===== src/core/sdc_pkg.sv =====
// Constants, types and field layout of the shared disk command port
//----------------------------------------------------------------------
// Overview of operation
//----------------------------------------------------------------------
// Overview of operation
// Arbiter serves eight host ports; four drives are selectable.
// Rotating scheme: priority of ports 0-7 rotates after each transaction.
// Modified scheme: port 0 always wins, ports 1-7 rotate.
// Fixed scheme: port 0 highest, port 7 lowest, never changes.
// Outgoing bytes get odd parity, rechecked after the buffer stage.
// Bytes read from disk carry odd parity, checked on reception.
// Token bit loaded at command start, shifts with every byte.
// Token checked at each sector end; absence is a byte count error.
// Write parity or count error flags sector; read parity flags read.
// Data moves by cycle stealing; done pulse after whole transfer.
// Command block sits at memory 0810 through 0815.
// First data byte at origin plus 4; fields sit at origin 1 to 3.
// Progress pair set at start, then holds last address moved; code writes it only after each byte, not at start.
// Transfer stops at the terminating address, reads and writes.
// Host issues no command while busy.
// Bits 7:6 of the mode byte pick drive 0 to 3.
// Addressing a drive that is not ready sets the not-ready flag.
// Bits 5:4 pick removable or fixed platter 0, 1 or 2.
// Opcode 0001 reads; any bad sector check sets read error.
// Opcode 0010 writes; the disk side appends a check per sector.
// Opcode 0100 verifies like a read without storing to memory.
// Status bit 7 idle: cleared at start, set at end or abort.
// Status bits 6 and 4 set on missing sector, write parity, count.
// Status bit 5 set at read or verify end on check or parity fail.
// A granted port keeps its grant until its transaction ends.
package sdc_pkg;

    //------------------------------------------------------------------
    // Command block
    //------------------------------------------------------------------
    localparam logic [15:0] ADDR_ORIGIN_LO = 16'h0810;
    localparam logic [15:0] ADDR_ORIGIN_HI = 16'h0811;
    localparam logic [15:0] ADDR_PROG_LO   = 16'h0812;
    localparam logic [15:0] ADDR_PROG_HI   = 16'h0813;
    localparam logic [15:0] ADDR_END_LO    = 16'h0814;
    localparam logic [15:0] ADDR_END_HI    = 16'h0815;
    localparam logic [15:0] OFS_MODE       = 16'h0001;
    localparam logic [15:0] OFS_DATA       = 16'h0004;

    //------------------------------------------------------------------
    // Mode byte fields, opcodes, status bits
    //------------------------------------------------------------------
    localparam int DRV_HI = 7;
    localparam int DRV_LO = 6;
    localparam int PLT_HI = 5;
    localparam int PLT_LO = 4;
    localparam logic [3:0] OP_READ   = 4'h1;
    localparam logic [3:0] OP_WRITE  = 4'h2;
    localparam logic [3:0] OP_VERIFY = 4'h4;
    localparam int ST_IDLE   = 7;
    localparam int ST_SECTOR = 6;
    localparam int ST_READ   = 5;
    localparam int ST_ADDR   = 4;
    localparam int ST_NRDY   = 1;
    localparam logic [7:0] STATUS_RESET = 8'h80;

    //------------------------------------------------------------------
    // Sizes
    //------------------------------------------------------------------
    localparam int NPORT      = 8;
    localparam int SECT_BYTES = 256;
    localparam logic [7:0] SECT_LAST = 8'hFF;
    localparam logic [2:0] OWN_PORT  = 3'h0;

    typedef enum logic [1:0] {
        SCH_ROTATE, SCH_MODIFIED, SCH_FIXED, SCH_SPARE
    } sdc_scheme_t;

    typedef enum logic [1:0] {
        PLT_REMOVABLE, PLT_FIXED1, PLT_FIXED0, PLT_FIXED2
    } sdc_platter_t;

    typedef struct packed {
        logic       par;
        logic [7:0] data;
    } sdc_pbyte_t;

endpackage


===== src/core/sdc_disk_port.sv =====
// Disk command port: command fetch, cycle steal transfer, arbiter
`timescale 1ns/1ns
module sdc_disk_port import sdc_pkg::*; (
    input  wire logic         clk,
    input  wire logic         rst,
    input  wire logic         cmdStart,
    input  wire logic         devClear,
    output logic [7:0]        status,
    output logic              cmdDone,
    output logic              memReq,
    output logic              memWrite,
    output logic [15:0]       memAddr,
    output logic [7:0]        memWdata,
    input  wire logic [7:0]   memRdata,
    input  wire logic         memAck,
    input  wire logic [7:0]   extReq,
    output logic [7:0]        portGrant,
    input  wire logic [1:0]   jumperScheme,
    input  wire logic [3:0]   driveReadyPin,
    output logic [1:0]        diskDrive,
    output sdc_platter_t      diskPlatter,
    output logic [3:0]        diskOp,
    output logic              diskWrValid,
    output sdc_pbyte_t        diskWrByte,
    input  wire logic         diskWrReady,
    input  wire logic         diskRdValid,
    input  wire sdc_pbyte_t   diskRdByte,
    output logic              diskRdReady,
    input  wire logic         diskSectorBad,
    input  wire logic         diskSectorMissing
);

    typedef enum logic [2:0] {
        S_IDLE, S_FETCH, S_ARB, S_MEM, S_DISK, S_PROGL, S_PROGH, S_FIN
    } sdc_state_t;

    //------------------------------------------------------------------
    // Pin synchronisers
    //------------------------------------------------------------------
    logic [5:0] pinMeta_q, pinSync_q;
    always_ff @(posedge clk) begin
        if (rst) begin
            pinMeta_q <= '0;
            pinSync_q <= '0;
        end else begin
            pinMeta_q <= {jumperScheme, driveReadyPin};
            pinSync_q <= pinMeta_q;
        end
    end
    sdc_scheme_t scheme;
    logic [3:0]  driveReady;
    assign scheme     = sdc_scheme_t'(pinSync_q[5:4]);
    assign driveReady = pinSync_q[3:0];

    //------------------------------------------------------------------
    // Command sequencer
    //------------------------------------------------------------------
    sdc_state_t    st_q, st_d;
    logic [2:0]    step_q, step_d;
    logic [15:0]   org_q, org_d, end_q, end_d, cur_q, cur_d;
    logic [15:0]   addr_q, addr_d;
    logic [7:0]    mode_q, mode_d, wdat_q, wdat_d, stat_q, stat_d;
    logic          wrV_q, wrV_d, done_q, done_d;
    sdc_pbyte_t    wrB_q, wrB_d;
    logic [SECT_BYTES-1:0] ring_q, ring_d;
    logic [7:0]    sec_q, sec_d;
    logic          eRd_q, eRd_d, eSec_q, eSec_d, eNr_q, eNr_d;
    logic          ownReq;
    logic [3:0]    op;
    logic          isWr, isRd;

    assign op   = mode_q[3:0];
    assign isWr = (op == OP_WRITE);
    assign isRd = (op == OP_READ);

    always_comb begin
        st_d   = st_q;
        step_d = step_q;
        org_d  = org_q;
        end_d  = end_q;
        cur_d  = cur_q;
        addr_d = addr_q;
        mode_d = mode_q;
        wdat_d = wdat_q;
        stat_d = stat_q;
        wrV_d  = wrV_q;
        wrB_d  = wrB_q;
        ring_d = ring_q;
        sec_d  = sec_q;
        eRd_d  = eRd_q;
        eSec_d = eSec_q;
        eNr_d  = eNr_q;
        done_d = 1'b0;
        if (st_q != S_IDLE) begin
            eRd_d  = eRd_q | diskSectorBad;
            eSec_d = eSec_q | diskSectorMissing;
        end
        case (st_q)
            S_IDLE: begin
                // Starts while busy are simply not seen here
                if (cmdStart) begin
                    stat_d = '0;
                    eRd_d  = 1'b0;
                    eSec_d = 1'b0;
                    eNr_d  = 1'b0;
                    step_d = '0;
                    addr_d = ADDR_ORIGIN_LO;
                    st_d   = S_FETCH;
                end
            end
            S_FETCH: begin
                if (memAck) begin
                    step_d = step_q + 3'h1;
                    case (step_q)
                        3'h0: begin
                            org_d[7:0] = memRdata;
                            addr_d     = ADDR_ORIGIN_HI;
                        end
                        3'h1: begin
                            org_d[15:8] = memRdata;
                            addr_d      = ADDR_END_LO;
                        end
                        3'h2: begin
                            end_d[7:0] = memRdata;
                            addr_d     = ADDR_END_HI;
                        end
                        3'h3: begin
                            end_d[15:8] = memRdata;
                            addr_d      = org_q + OFS_MODE;
                        end
                        default: begin
                            mode_d = memRdata;
                            cur_d  = org_q + OFS_DATA;
                            ring_d = '0;
                            ring_d[0] = 1'b1;
                            sec_d  = '0;
                            if (!driveReady[memRdata[DRV_HI:DRV_LO]]) begin
                                eNr_d = 1'b1;
                                st_d  = S_FIN;
                            end else if (memRdata[3:0] == OP_READ ||
                                         memRdata[3:0] == OP_WRITE ||
                                         memRdata[3:0] == OP_VERIFY) begin
                                st_d = S_ARB;
                            end else begin
                                st_d = S_FIN;
                            end
                        end
                    endcase
                end
            end
            S_ARB: begin
                if (portGrant[OWN_PORT]) begin
                    addr_d = cur_q;
                    st_d   = isWr ? S_MEM : S_DISK;
                end
            end
            S_MEM: begin
                if (memAck) begin
                    if (isWr) begin
                        wrB_d = '{par: ~^memRdata, data: memRdata};
                        wrV_d = 1'b1;
                        st_d  = S_DISK;
                    end else begin
                        addr_d = ADDR_PROG_LO;
                        wdat_d = cur_q[7:0];
                        st_d   = S_PROGL;
                    end
                end
            end
            S_DISK: begin
                if (isWr && wrV_q && diskWrReady) begin
                    // Recheck after the buffer register: catches a bad lane
                    if (!(^wrB_q)) begin
                        eSec_d = 1'b1;
                    end
                    wrV_d  = 1'b0;
                    addr_d = ADDR_PROG_LO;
                    wdat_d = cur_q[7:0];
                    st_d   = S_PROGL;
                end else if (!isWr && diskRdValid) begin
                    if (!(^diskRdByte)) begin
                        eRd_d = 1'b1;
                    end
                    wdat_d = diskRdByte.data;
                    if (isRd) begin
                        addr_d = cur_q;
                        st_d   = S_MEM;
                    end else begin
                        addr_d = ADDR_PROG_LO;
                        wdat_d = cur_q[7:0];
                        st_d   = S_PROGL;
                    end
                end
            end
            S_PROGL: begin
                if (memAck) begin
                    addr_d = ADDR_PROG_HI;
                    wdat_d = cur_q[15:8];
                    st_d   = S_PROGH;
                end
            end
            S_PROGH: begin
                if (memAck) begin
                    ring_d = {ring_q[SECT_BYTES-2:0],
                              ring_q[SECT_BYTES-1]};
                    sec_d  = sec_q + 8'h01;
                    if (sec_q == SECT_LAST && !ring_d[0]) begin
                        eSec_d = 1'b1;
                    end
                    if (cur_q == end_q) begin
                        st_d = S_FIN;
                    end else begin
                        cur_d  = cur_q + 16'h0001;
                        addr_d = cur_q + 16'h0001;
                        st_d   = isWr ? S_MEM : S_DISK;
                    end
                end
            end
            S_FIN: begin
                stat_d[ST_IDLE]   = 1'b1;
                stat_d[ST_SECTOR] = eSec_q;
                stat_d[ST_ADDR]   = eSec_q;
                stat_d[ST_READ]   = eRd_q & !isWr;
                stat_d[ST_NRDY]   = eNr_q;
                done_d = 1'b1;
                st_d   = S_IDLE;
            end
            default: st_d = S_IDLE;
        endcase
        if (devClear) begin
            st_d   = S_IDLE;
            stat_d = STATUS_RESET;
            wrV_d  = 1'b0;
        end
    end

    always_ff @(posedge clk) begin
        if (rst) begin
            st_q   <= S_IDLE;
            step_q <= '0;
            org_q  <= '0;
            end_q  <= '0;
            cur_q  <= '0;
            addr_q <= '0;
            mode_q <= '0;
            wdat_q <= '0;
            stat_q <= STATUS_RESET;
            wrV_q  <= 1'b0;
            wrB_q  <= '0;
            ring_q <= '0;
            sec_q  <= '0;
            eRd_q  <= 1'b0;
            eSec_q <= 1'b0;
            eNr_q  <= 1'b0;
            done_q <= 1'b0;
        end else begin
            st_q   <= st_d;
            step_q <= step_d;
            org_q  <= org_d;
            end_q  <= end_d;
            cur_q  <= cur_d;
            addr_q <= addr_d;
            mode_q <= mode_d;
            wdat_q <= wdat_d;
            stat_q <= stat_d;
            wrV_q  <= wrV_d;
            wrB_q  <= wrB_d;
            ring_q <= ring_d;
            sec_q  <= sec_d;
            eRd_q  <= eRd_d;
            eSec_q <= eSec_d;
            eNr_q  <= eNr_d;
            done_q <= done_d;
        end
    end

    assign memReq = (st_q == S_FETCH) || (st_q == S_PROGL) ||
                    (st_q == S_PROGH) || (st_q == S_MEM);
    assign memWrite    = (st_q == S_PROGL) || (st_q == S_PROGH) ||
                         (st_q == S_MEM && isRd);
    assign memAddr     = addr_q;
    assign memWdata    = wdat_q;
    assign status      = stat_q;
    assign cmdDone     = done_q;
    assign diskDrive   = mode_q[DRV_HI:DRV_LO];
    assign diskPlatter = sdc_platter_t'(mode_q[PLT_HI:PLT_LO]);
    assign diskOp      = op;
    assign diskWrValid = wrV_q;
    assign diskWrByte  = wrB_q;
    assign diskRdReady = (st_q == S_DISK) && !isWr;
    // Held from arbitration to the end so the grant spans the command
    assign ownReq = (st_q == S_ARB) || (st_q == S_MEM) ||
                    (st_q == S_DISK) || (st_q == S_PROGL) ||
                    (st_q == S_PROGH);

    //------------------------------------------------------------------
    // Port arbiter
    //------------------------------------------------------------------
    logic [NPORT-1:0] req, gnt_q, gnt_d;
    logic [2:0]       ptr_q, ptr_d, idx, win, base;
    logic             found;

    always_comb begin
        req = extReq;
        req[OWN_PORT] = req[OWN_PORT] | ownReq;
        gnt_d = gnt_q;
        ptr_d = ptr_q;
        found = 1'b0;
        win   = '0;
        idx   = '0;
        base  = (scheme == SCH_FIXED) ? 3'h0 : ptr_q;
        if ((gnt_q & req) == '0) begin
            gnt_d = '0;
            if (scheme == SCH_MODIFIED && req[0]) begin
                found = 1'b1;
            end
            for (int i = 0; i < NPORT; i++) begin
                idx = base + i[2:0];
                if (!found && req[idx] &&
                    !(scheme == SCH_MODIFIED && idx == 3'h0)) begin
                    found = 1'b1;
                    win   = idx;
                end
            end
            if (found) begin
                gnt_d[win] = 1'b1;
                if (scheme == SCH_MODIFIED) begin
                    if (win != 3'h0) begin
                        ptr_d = (win == 3'h7) ? 3'h1 : win + 3'h1;
                    end
                end else begin
                    ptr_d = win + 3'h1;
                end
            end
        end
    end

    always_ff @(posedge clk) begin
        if (rst) begin
            gnt_q <= '0;
            ptr_q <= 3'h1;
        end else begin
            gnt_q <= gnt_d;
            ptr_q <= ptr_d;
        end
    end

    assign portGrant = gnt_q;

endmodule // sdc_disk_port


===== config.mk =====
export PLATFORM = sky130hd
export DESIGN_NAME = sdc_disk_port
export DESIGN_NICKNAME = d
export VERILOG_FILES = /design/src/core/sdc_pkg.sv /design/src/core/sdc_disk_port.sv
export SDC_FILE = /design/constraint.sdc
export NUM_CORES = 1
export LEC_CHECK = 0
export BUFFER_PORTS_ARGS = -buffer_cell sky130_fd_sc_hd__buf_4
export CORE_ASPECT_RATIO = 0.6
export CORE_MARGIN = 4
export CORE_UTILIZATION = 55
export DETAILED_ROUTE_END_ITERATION = 8
export HOLD_SLACK_MARGIN = 0.12
export PLACE_DENSITY = 0.73
export SYNTH_ARGS = -nofsm -noshare
export SYNTH_HDL_FRONTEND = slang
export SYNTH_SLANG_ARGS = --single-unit

===== constraint.sdc =====
create_clock -name clk -period 5.8 [get_ports clk]
set_input_delay 1.16 -clock clk [delete_from_list [all_inputs] [get_ports clk]]
set_output_delay 1.16 -clock clk [all_outputs]
set_load 0.005 [all_outputs]

==> flow_metrics.py, run 1 <==
metrics = {
    "timing": {
        "rsz0062_at_grt": "false",
        "finalSetupViolations": 0,
        "period_share": 0.8162,
        "hold_viol_final": 0,
        "final.min_clock_period_ns": 4.734,
        "maxSlewHeadroom": 0.2090,
        "max_freq_ghz": 0.2112,
        "finalWorstSetupSlack_ns": 1.066,
        "worstMarginPinSlew_ns": 1.187,
        "timing.setup.tns_ns": 0,
        "fin_skew_ns": 0.01870,
        "slew_viol_final": 0,
    },
    "synthesis": {
        "synth_flop_cell": "dfxtp_1",
        "synth_edf_count": 0,
        "syn_area_um2": 17340,
        "synth-xor-area-share": 0.04040,
        "ys_warn_count": 0,
        "synth_seq_cells": 391,
        "yosys.area_share.simple": 0.2451,
        "synth_top_family_by_area": "simple AND/OR/NAND/NOR gates",
        "avgSynthCellArea_um2": 7.908,
        "synthArstFlopShare": 0,
        "synth_most_common_cell": "dfxtp_1",
        "yosys-mux-area-fraction": 0.02655,
        "synthTopCellsByCount": "dfxtp_1 (391), nand2_1 (370), a21oi_1 (327)",
        "yosys.area_share.adder": 0.01731,
        "ys_types": 75,
        "synth_area_leaders": "dfxtp_1 (45%), a21oi_1 (9.4%), nand3_1 (8.8%)",
        "ys_seq_area_frac": 0.4513,
        "syn_inst": 2193,
        "synth_compound_area_frac": 0.1702,
        "yosysTopAreaCellShare": 0.4513,
        "yosysTopAreaCell": "dfxtp_1",
    },
    "hold_path": {
        "hold_class": "register to register",
    },
    "place": {
        "dp.cells": 2537,
        "portBuffers": 98,
        "gp_congestion": 0.9950,
        "dp_hpwl_um": 29500,
        "pre_cts_ws_ns": 0.9985,
    },
    "power_and_ir_drop": {
        "swShare": 0.2914,
        "power_leakage_nw": 6.662,
        "vdd_drop_max_uv": 215.9,
        "comb_power_share": 0.196,
        "power_mw": 6.525,
        "p_int_mw": 4.623,
        "clkPwrFrac": 0.376,
        "seqPwrFrac": 0.428,
        "switchingPower_mw": 1.901,
        "power.density_nw_per_um2": 337.9,
    },
    "cts": {
        "cts_setup_buffers": 0,
        "cts_tree": "built",
        "cts_buffer_depth": 3,
        "clk_pin_slew_ns": 0.06,
        "clock_latency_ns": 0.54,
        "holdBufCountCts": 0,
        "clock_sinks": 391,
        "cts-root-buf": "clkbuf_16",
        "cts_made_buffers": 37,
        "post_cts_resized": 0,
        "htreeDepth": 2,
    },
    "setup_path": {
        "path_cells": "nand2_1 > ha_1 > mux4_2 > a22o_1 > mux4_2 > a2111oi_0 > o32a_1 > nor3_1 > buf_4 > ha_1 > and2_1 > or4_1 > a31oi_1",
        "slowest_delay_ns": 0.61,
        "critPathKind": "register to register",
        "cp_max_fo": 11,
        "startpoint_type": "register",
        "crit_slowest_cell": "dfxtp_1",
        "required_ns": 6.25,
        "arrival_ns": 5.18,
        "crit_path_end_kind": "register",
    },
    "finish": {
        "areaGrowthSynthToFinish_pct": 11.35,
        "n_antenna_cell": 0,
        "multiInputGateArea_um2": 8703,
        "fillers": 2822,
        "final_core_util": 0.6198,
        "layoutNonFillerInstCount": 2601,
        "regArea_um2": 7828,
        "layout-drive-gt1-share": 0.09245,
        "nNetsFinal": 2224,
    },
    "global_route": {
        "grt_max_degree": 205,
        "gr-total-overflow": 0,
        "track_usage": 0.2501,
        "antenna_found_initial": 1,
        "grt_pass1_wl_um": 72620,
        "grt_pass1_vias": 13650,
    },
    "floorplanning": {
        "core-area_um2": 31150,
        "die_y_um": 145.6,
        "initial_utilization": 0.5567,
        "die_area_um2": 34530,
        "fp.dieW_um": 237.2,
        "ios": 102,
        "num_rows": 50,
    },
    "detailed_routing": {
        "drt_iter0_drc": 2024,
        "vias": 15500,
        "antenna_left": 0,
        "wl_per_cell_um": 17.62,
        "first_pass_iters": 6,
        "routed_wl_um": 45840,
        "viasPerCell": 5.959,
        "route.detailed.drc": 0,
    },
    "flow_run": {
        "cap_viol_max_count": 0,
    },
    "run_status": {
        "status": "complete, no violations",
    },
}
through the flow:
stage               instance area (um^2)  hold WS, ns
global placement                   18080       0.4325
detailed placement                 18080       0.4308
floorplan                          17350       0.4138
global route                       19310       0.4587
CTS                                19310       0.4374
finish                             19310       0.4320
path summary, 6_finish.rpt:
check	slack (ns)	startpoint	cells after the start	end
worst min register to register	0.43	pinMeta_q[2]$_SDFF_PP0_	1	pinSync_q[2]$_SDFF_PP0_
worst max-delay path	1.07	ptr_q[1]$_SDFFE_PP0P_	13	ptr_q[2]$_SDFFE_PP0P_
worst max register to register	1.07	ptr_q[1]$_SDFFE_PP0P_	13	ptr_q[2]$_SDFFE_PP0P_
worst min-delay path	0.43	pinMeta_q[2]$_SDFF_PP0_	1	pinSync_q[2]$_SDFF_PP0_
cell usage in the layout, fill, tap and decap left out, types with 6 or more instances in the layout:
cell type and n:
a31oi_1 9, nor2b_1 22, clkbuf_8 7, inv_1 25, a22oi_1 19, and3_1 15
xor2_1 37, nor2_1 130, nand4_1 13, clkinv_2 7, o21ai_0 47, o22ai_1 7
a22o_1 9, a311oi_1 9, dfxtp_1 391, clkbuf_16 38, buf_4 114, ha_1 24
xnor2_1 43, nand2b_1 8, nand3_1 305, a211oi_1 18, mux4_2 7, clkbuf_1 6
and2_1 11, mux2i_1 28, nand2_1 370, a21oi_1 327, nor3_1 26
layout make-up:
| class | instances | share of cell area |
|---|---|---|
| multi-input cells | 1585 | 0.4507 |
| clock buffers | 50 | 0.05468 |
| inverters | 27 | 0.005248 |
| well taps | 416 | 0.02695 |
| clock inverters | 14 | 0.009200 |
| repair buffers | 118 | 0.04788 |
| flip-flops and latches | 391 | 0.4053 |
power by group through the flow:
stage               Clock (mW)  Combinational, mW  Sequential, mW
finish                    2.45               1.28            2.79
floorplan                    0              0.901            2.81
CTS                       2.51               1.25            2.78
global route              2.63               1.40            2.79
detailed placement           0               1.25            2.85
global placement             0               1.24            2.84
kinds of logic after synthesis:
group           count (synthesis)
compound gates                506
mux                            37
simple gates                  935
other cells                     1
flops                         391
buf+inv                       219
xor+xnor                       80
fa+ha+maj                      24
registers in the layout (all words and copies together) (netlist names), 4 cells and up:
register	cells
sec_q	8
mode_q	8
ring_q	256
memAddr	16
status	4
end_q	16
diskWrByte	9
portGrant	8
pinSync_q	6
org_q	16
memWdata	8
cur_q	16
pinMeta_q	6
critical path: cells and delay by family, from the launching register on:
family / cells / cell delay [ns]
compound gates: 4 / 0.98
buf+inv: 1 / 0.18
mux: 2 / 1.13
flops: 1 / 0.61
fa+ha+maj: 2 / 0.77
simple gates: 4 / 0.98
layer usage:
metal  wire length, um  track usage  vias to the layer above
met5                 7            0                        -
met4               809      0.05862                        2
met3              4865      0.07614                       75
met2             17790       0.3243                      635
met1             22360       0.3987                     7271
li1                  -            -                     7517
(Power assumes the default switching activity.)
==> run 2: changes to the inputs <==
Settings changed: PLACE_DENSITY 0.73 to 0.76.
Clock period 5.8 ns to 4.15 ns, I/O delays scaled along.
==> run 2 against run 1 <==
- highest routed layer unchanged
- setup slack worse by 0.89 ns
- sequential power rose by 38%
- sequential share of layout area down 0.57 points
- cell count is 1.0% higher
- sequential cell count unchanged
==> flow_metrics.py, run 2 (synthesized netlist as in run 1, its figures left out) <==
metrics = {
    "place": {
        "dp_hpwl_um": 28960,
        "gp_congestion": 0.9709,
        "portBuffers": 98,
    },
    "timing": {
        "slew_viol_final": 0,
        "max_freq_ghz": 0.2515,
        "rsz0062_at_grt": "false",
        "final.min_clock_period_ns": 3.976,
        "period_share": 0.9581,
        "finalSetupViolations": 0,
        "maxSlewHeadroom": 0.2372,
        "worstMarginPinSlew_ns": 1.144,
        "hold_viol_final": 0,
        "fin_skew_ns": 0.01340,
    },
    "finish": {
        "layout_common_cells": "dfxtp_1 (390), nand2_1 (369), a21oi_1 (327)",
        "nNetsFinal": 2251,
        "final_core_util": 0.6287,
        "layout-drive-gt1-share": 0.1049,
        "n_antenna_cell": 0,
        "largest_reg_flops": 256,
        "top_register": "ring_q",
        "areaGrowthSynthToFinish_pct": 12.94,
        "mostFrequentLayoutCell": "dfxtp_1",
    },
    "detailed_routing": {
        "antenna_left": 0,
        "viasPerCell": 5.929,
        "drt_iter0_drc": 2127,
        "wl_per_cell_um": 17.13,
        "routed_wl_um": 45010,
        "route.detailed.drc": 0,
        "first_pass_iters": 6,
        "vias": 15580,
    },
    "cts": {
        "clock_sinks": 391,
        "cts_tree": "built",
        "clock_latency_ns": 0.54,
        "holdBufCountCts": 0,
        "clk_pin_slew_ns": 0.06,
        "cts-root-buf": "clkbuf_16",
        "cts_made_buffers": 37,
        "cts_buffer_depth": 3,
        "htreeDepth": 2,
    },
    "global_route": {
        "gr-total-overflow": 0,
        "track_usage": 0.2468,
        "grt_pass1_wl_um": 71920,
        "grt_max_degree": 260,
        "antenna_found_initial": 2,
        "grt_pass1_vias": 13410,
    },
    "floorplanning": {
        "fp.dieW_um": 237.2,
        "ios": 102,
        "die_y_um": 145.6,
        "num_rows": 50,
        "initial_utilization": 0.5567,
        "core-area_um2": 31150,
        "die_area_um2": 34530,
    },
    "setup_path": {
        "required_ns": 4.60,
        "cp_max_fo": 6,
        "arrival_ns": 4.42,
        "startpoint_type": "register",
        "crit_path_end_kind": "register",
        "critPathKind": "register to register",
    },
    "run_status": {
        "status": "complete, no violations",
    },
    "power_and_ir_drop": {
        "vdd_drop_max_uv": 334.6,
        "power_leakage_nw": 6.812,
        "power_mw": 9.356,
        "power.density_nw_per_um2": 477.7,
    },
    "hold_path": {
        "hold_class": "register to register",
    },
    "flow_run": {
        "cap_viol_max_count": 0,
    },
}
==> run 2: cell count changes in the layout (fill, tap and decap cells not counted), moves of 2 or more <==
cell / before / now
clkbuf_8: 7 / 9
buf_4: 114 / 138
clkinv_2: 7 / 4
buf_12: 2 / 5
==> run 2: worst paths after layout <==
| check | start | end | slack (ns) | depth (start not counted) |
|---|---|---|---|---|
| max | pinSync_q[4]$_SDFF_PP0_ | ptr_q[2]$_SDFFE_PP0P_ | 0.17 | 13 |
| max reg2reg | pinSync_q[4]$_SDFF_PP0_ | ptr_q[2]$_SDFFE_PP0P_ | 0.17 | 13 |
| min reg2reg | pinMeta_q[2]$_SDFF_PP0_ | pinSync_q[2]$_SDFF_PP0_ | 0.44 | 1 |
| min | pinMeta_q[2]$_SDFF_PP0_ | pinSync_q[2]$_SDFF_PP0_ | 0.44 | 1 |
==> run 2: final cells by class <==
cell class,count,area [um^2]
Clock inverter,12,170.2
Fill cell,2740,11570
Tap cell,416,520.5
Multi-Input combinational cell,1585,8718
Sequential cell,391,7829
Timing Repair Buffer,145,1165
Clock buffer,52,1084
Inverter,27,101.3
==> run 2: stage by stage <==
stage | area (um^2) | hold WS [ns] | setup TNS [ns] | setup slack, ns | instances
after floorplan | 17360 | 0.4138 | 0 | 0.02088 | 2195
after global placement | 18310 | 0.4285 | -0.08229 | -0.08229 | 2563
after detailed placement | 18310 | 0.4281 | -0.1404 | -0.1404 | 2563
after CTS | 19570 | 0.4429 | 0 | 0.09988 | 2627
after global routing | 19590 | 0.4656 | 0 | 0.01963 | 2628
final | 19590 | 0.4371 | 0 | 0.1739 | 2628
==> run 2: metal layers <==
| layer | global-route usage | vias up | wire length (um) |
|---|---|---|---|
| li1 | - | 7575 | - |
| met1 | 0.3923 | 7335 | 21480 |
| met2 | 0.3260 | 601 | 18080 |
| met3 | 0.07140 | 66 | 4648 |
| met4 | 0.05366 | 4 | 778 |
| met5 | 0 | - | 26 |
==> run 2: repair_timing <==
item | CTS | global route
gates resized for setup | 0 | 2
endpoints found under the setup margin | 0 | 1
buffers inserted | 0 | 1
==> run 2: where the power goes <==
part | leakage, nW | switching (mW) | internal [mW] | total, mW
clock | 0.612 | 1.46 | 2.03 | 3.49
sequential | 3.16 | 0.0478 | 3.81 | 3.86
combinational | 3.04 | 1.20 | 0.810 | 2.01
==> run 2: critical path: stages, from the launching register on <==
cell      delay [ns]
dfxtp_2         0.34
nand2b_4        0.18
nand2_4         0.09
ha_4            0.28
mux4_2          0.56
a22o_1          0.25
mux4_2          0.50
o311a_4         0.39
a211oi_4        0.19
nor2_2          0.08
ha_1            0.21
and2_1          0.15
or4_1           0.50
a31oi_1         0.19
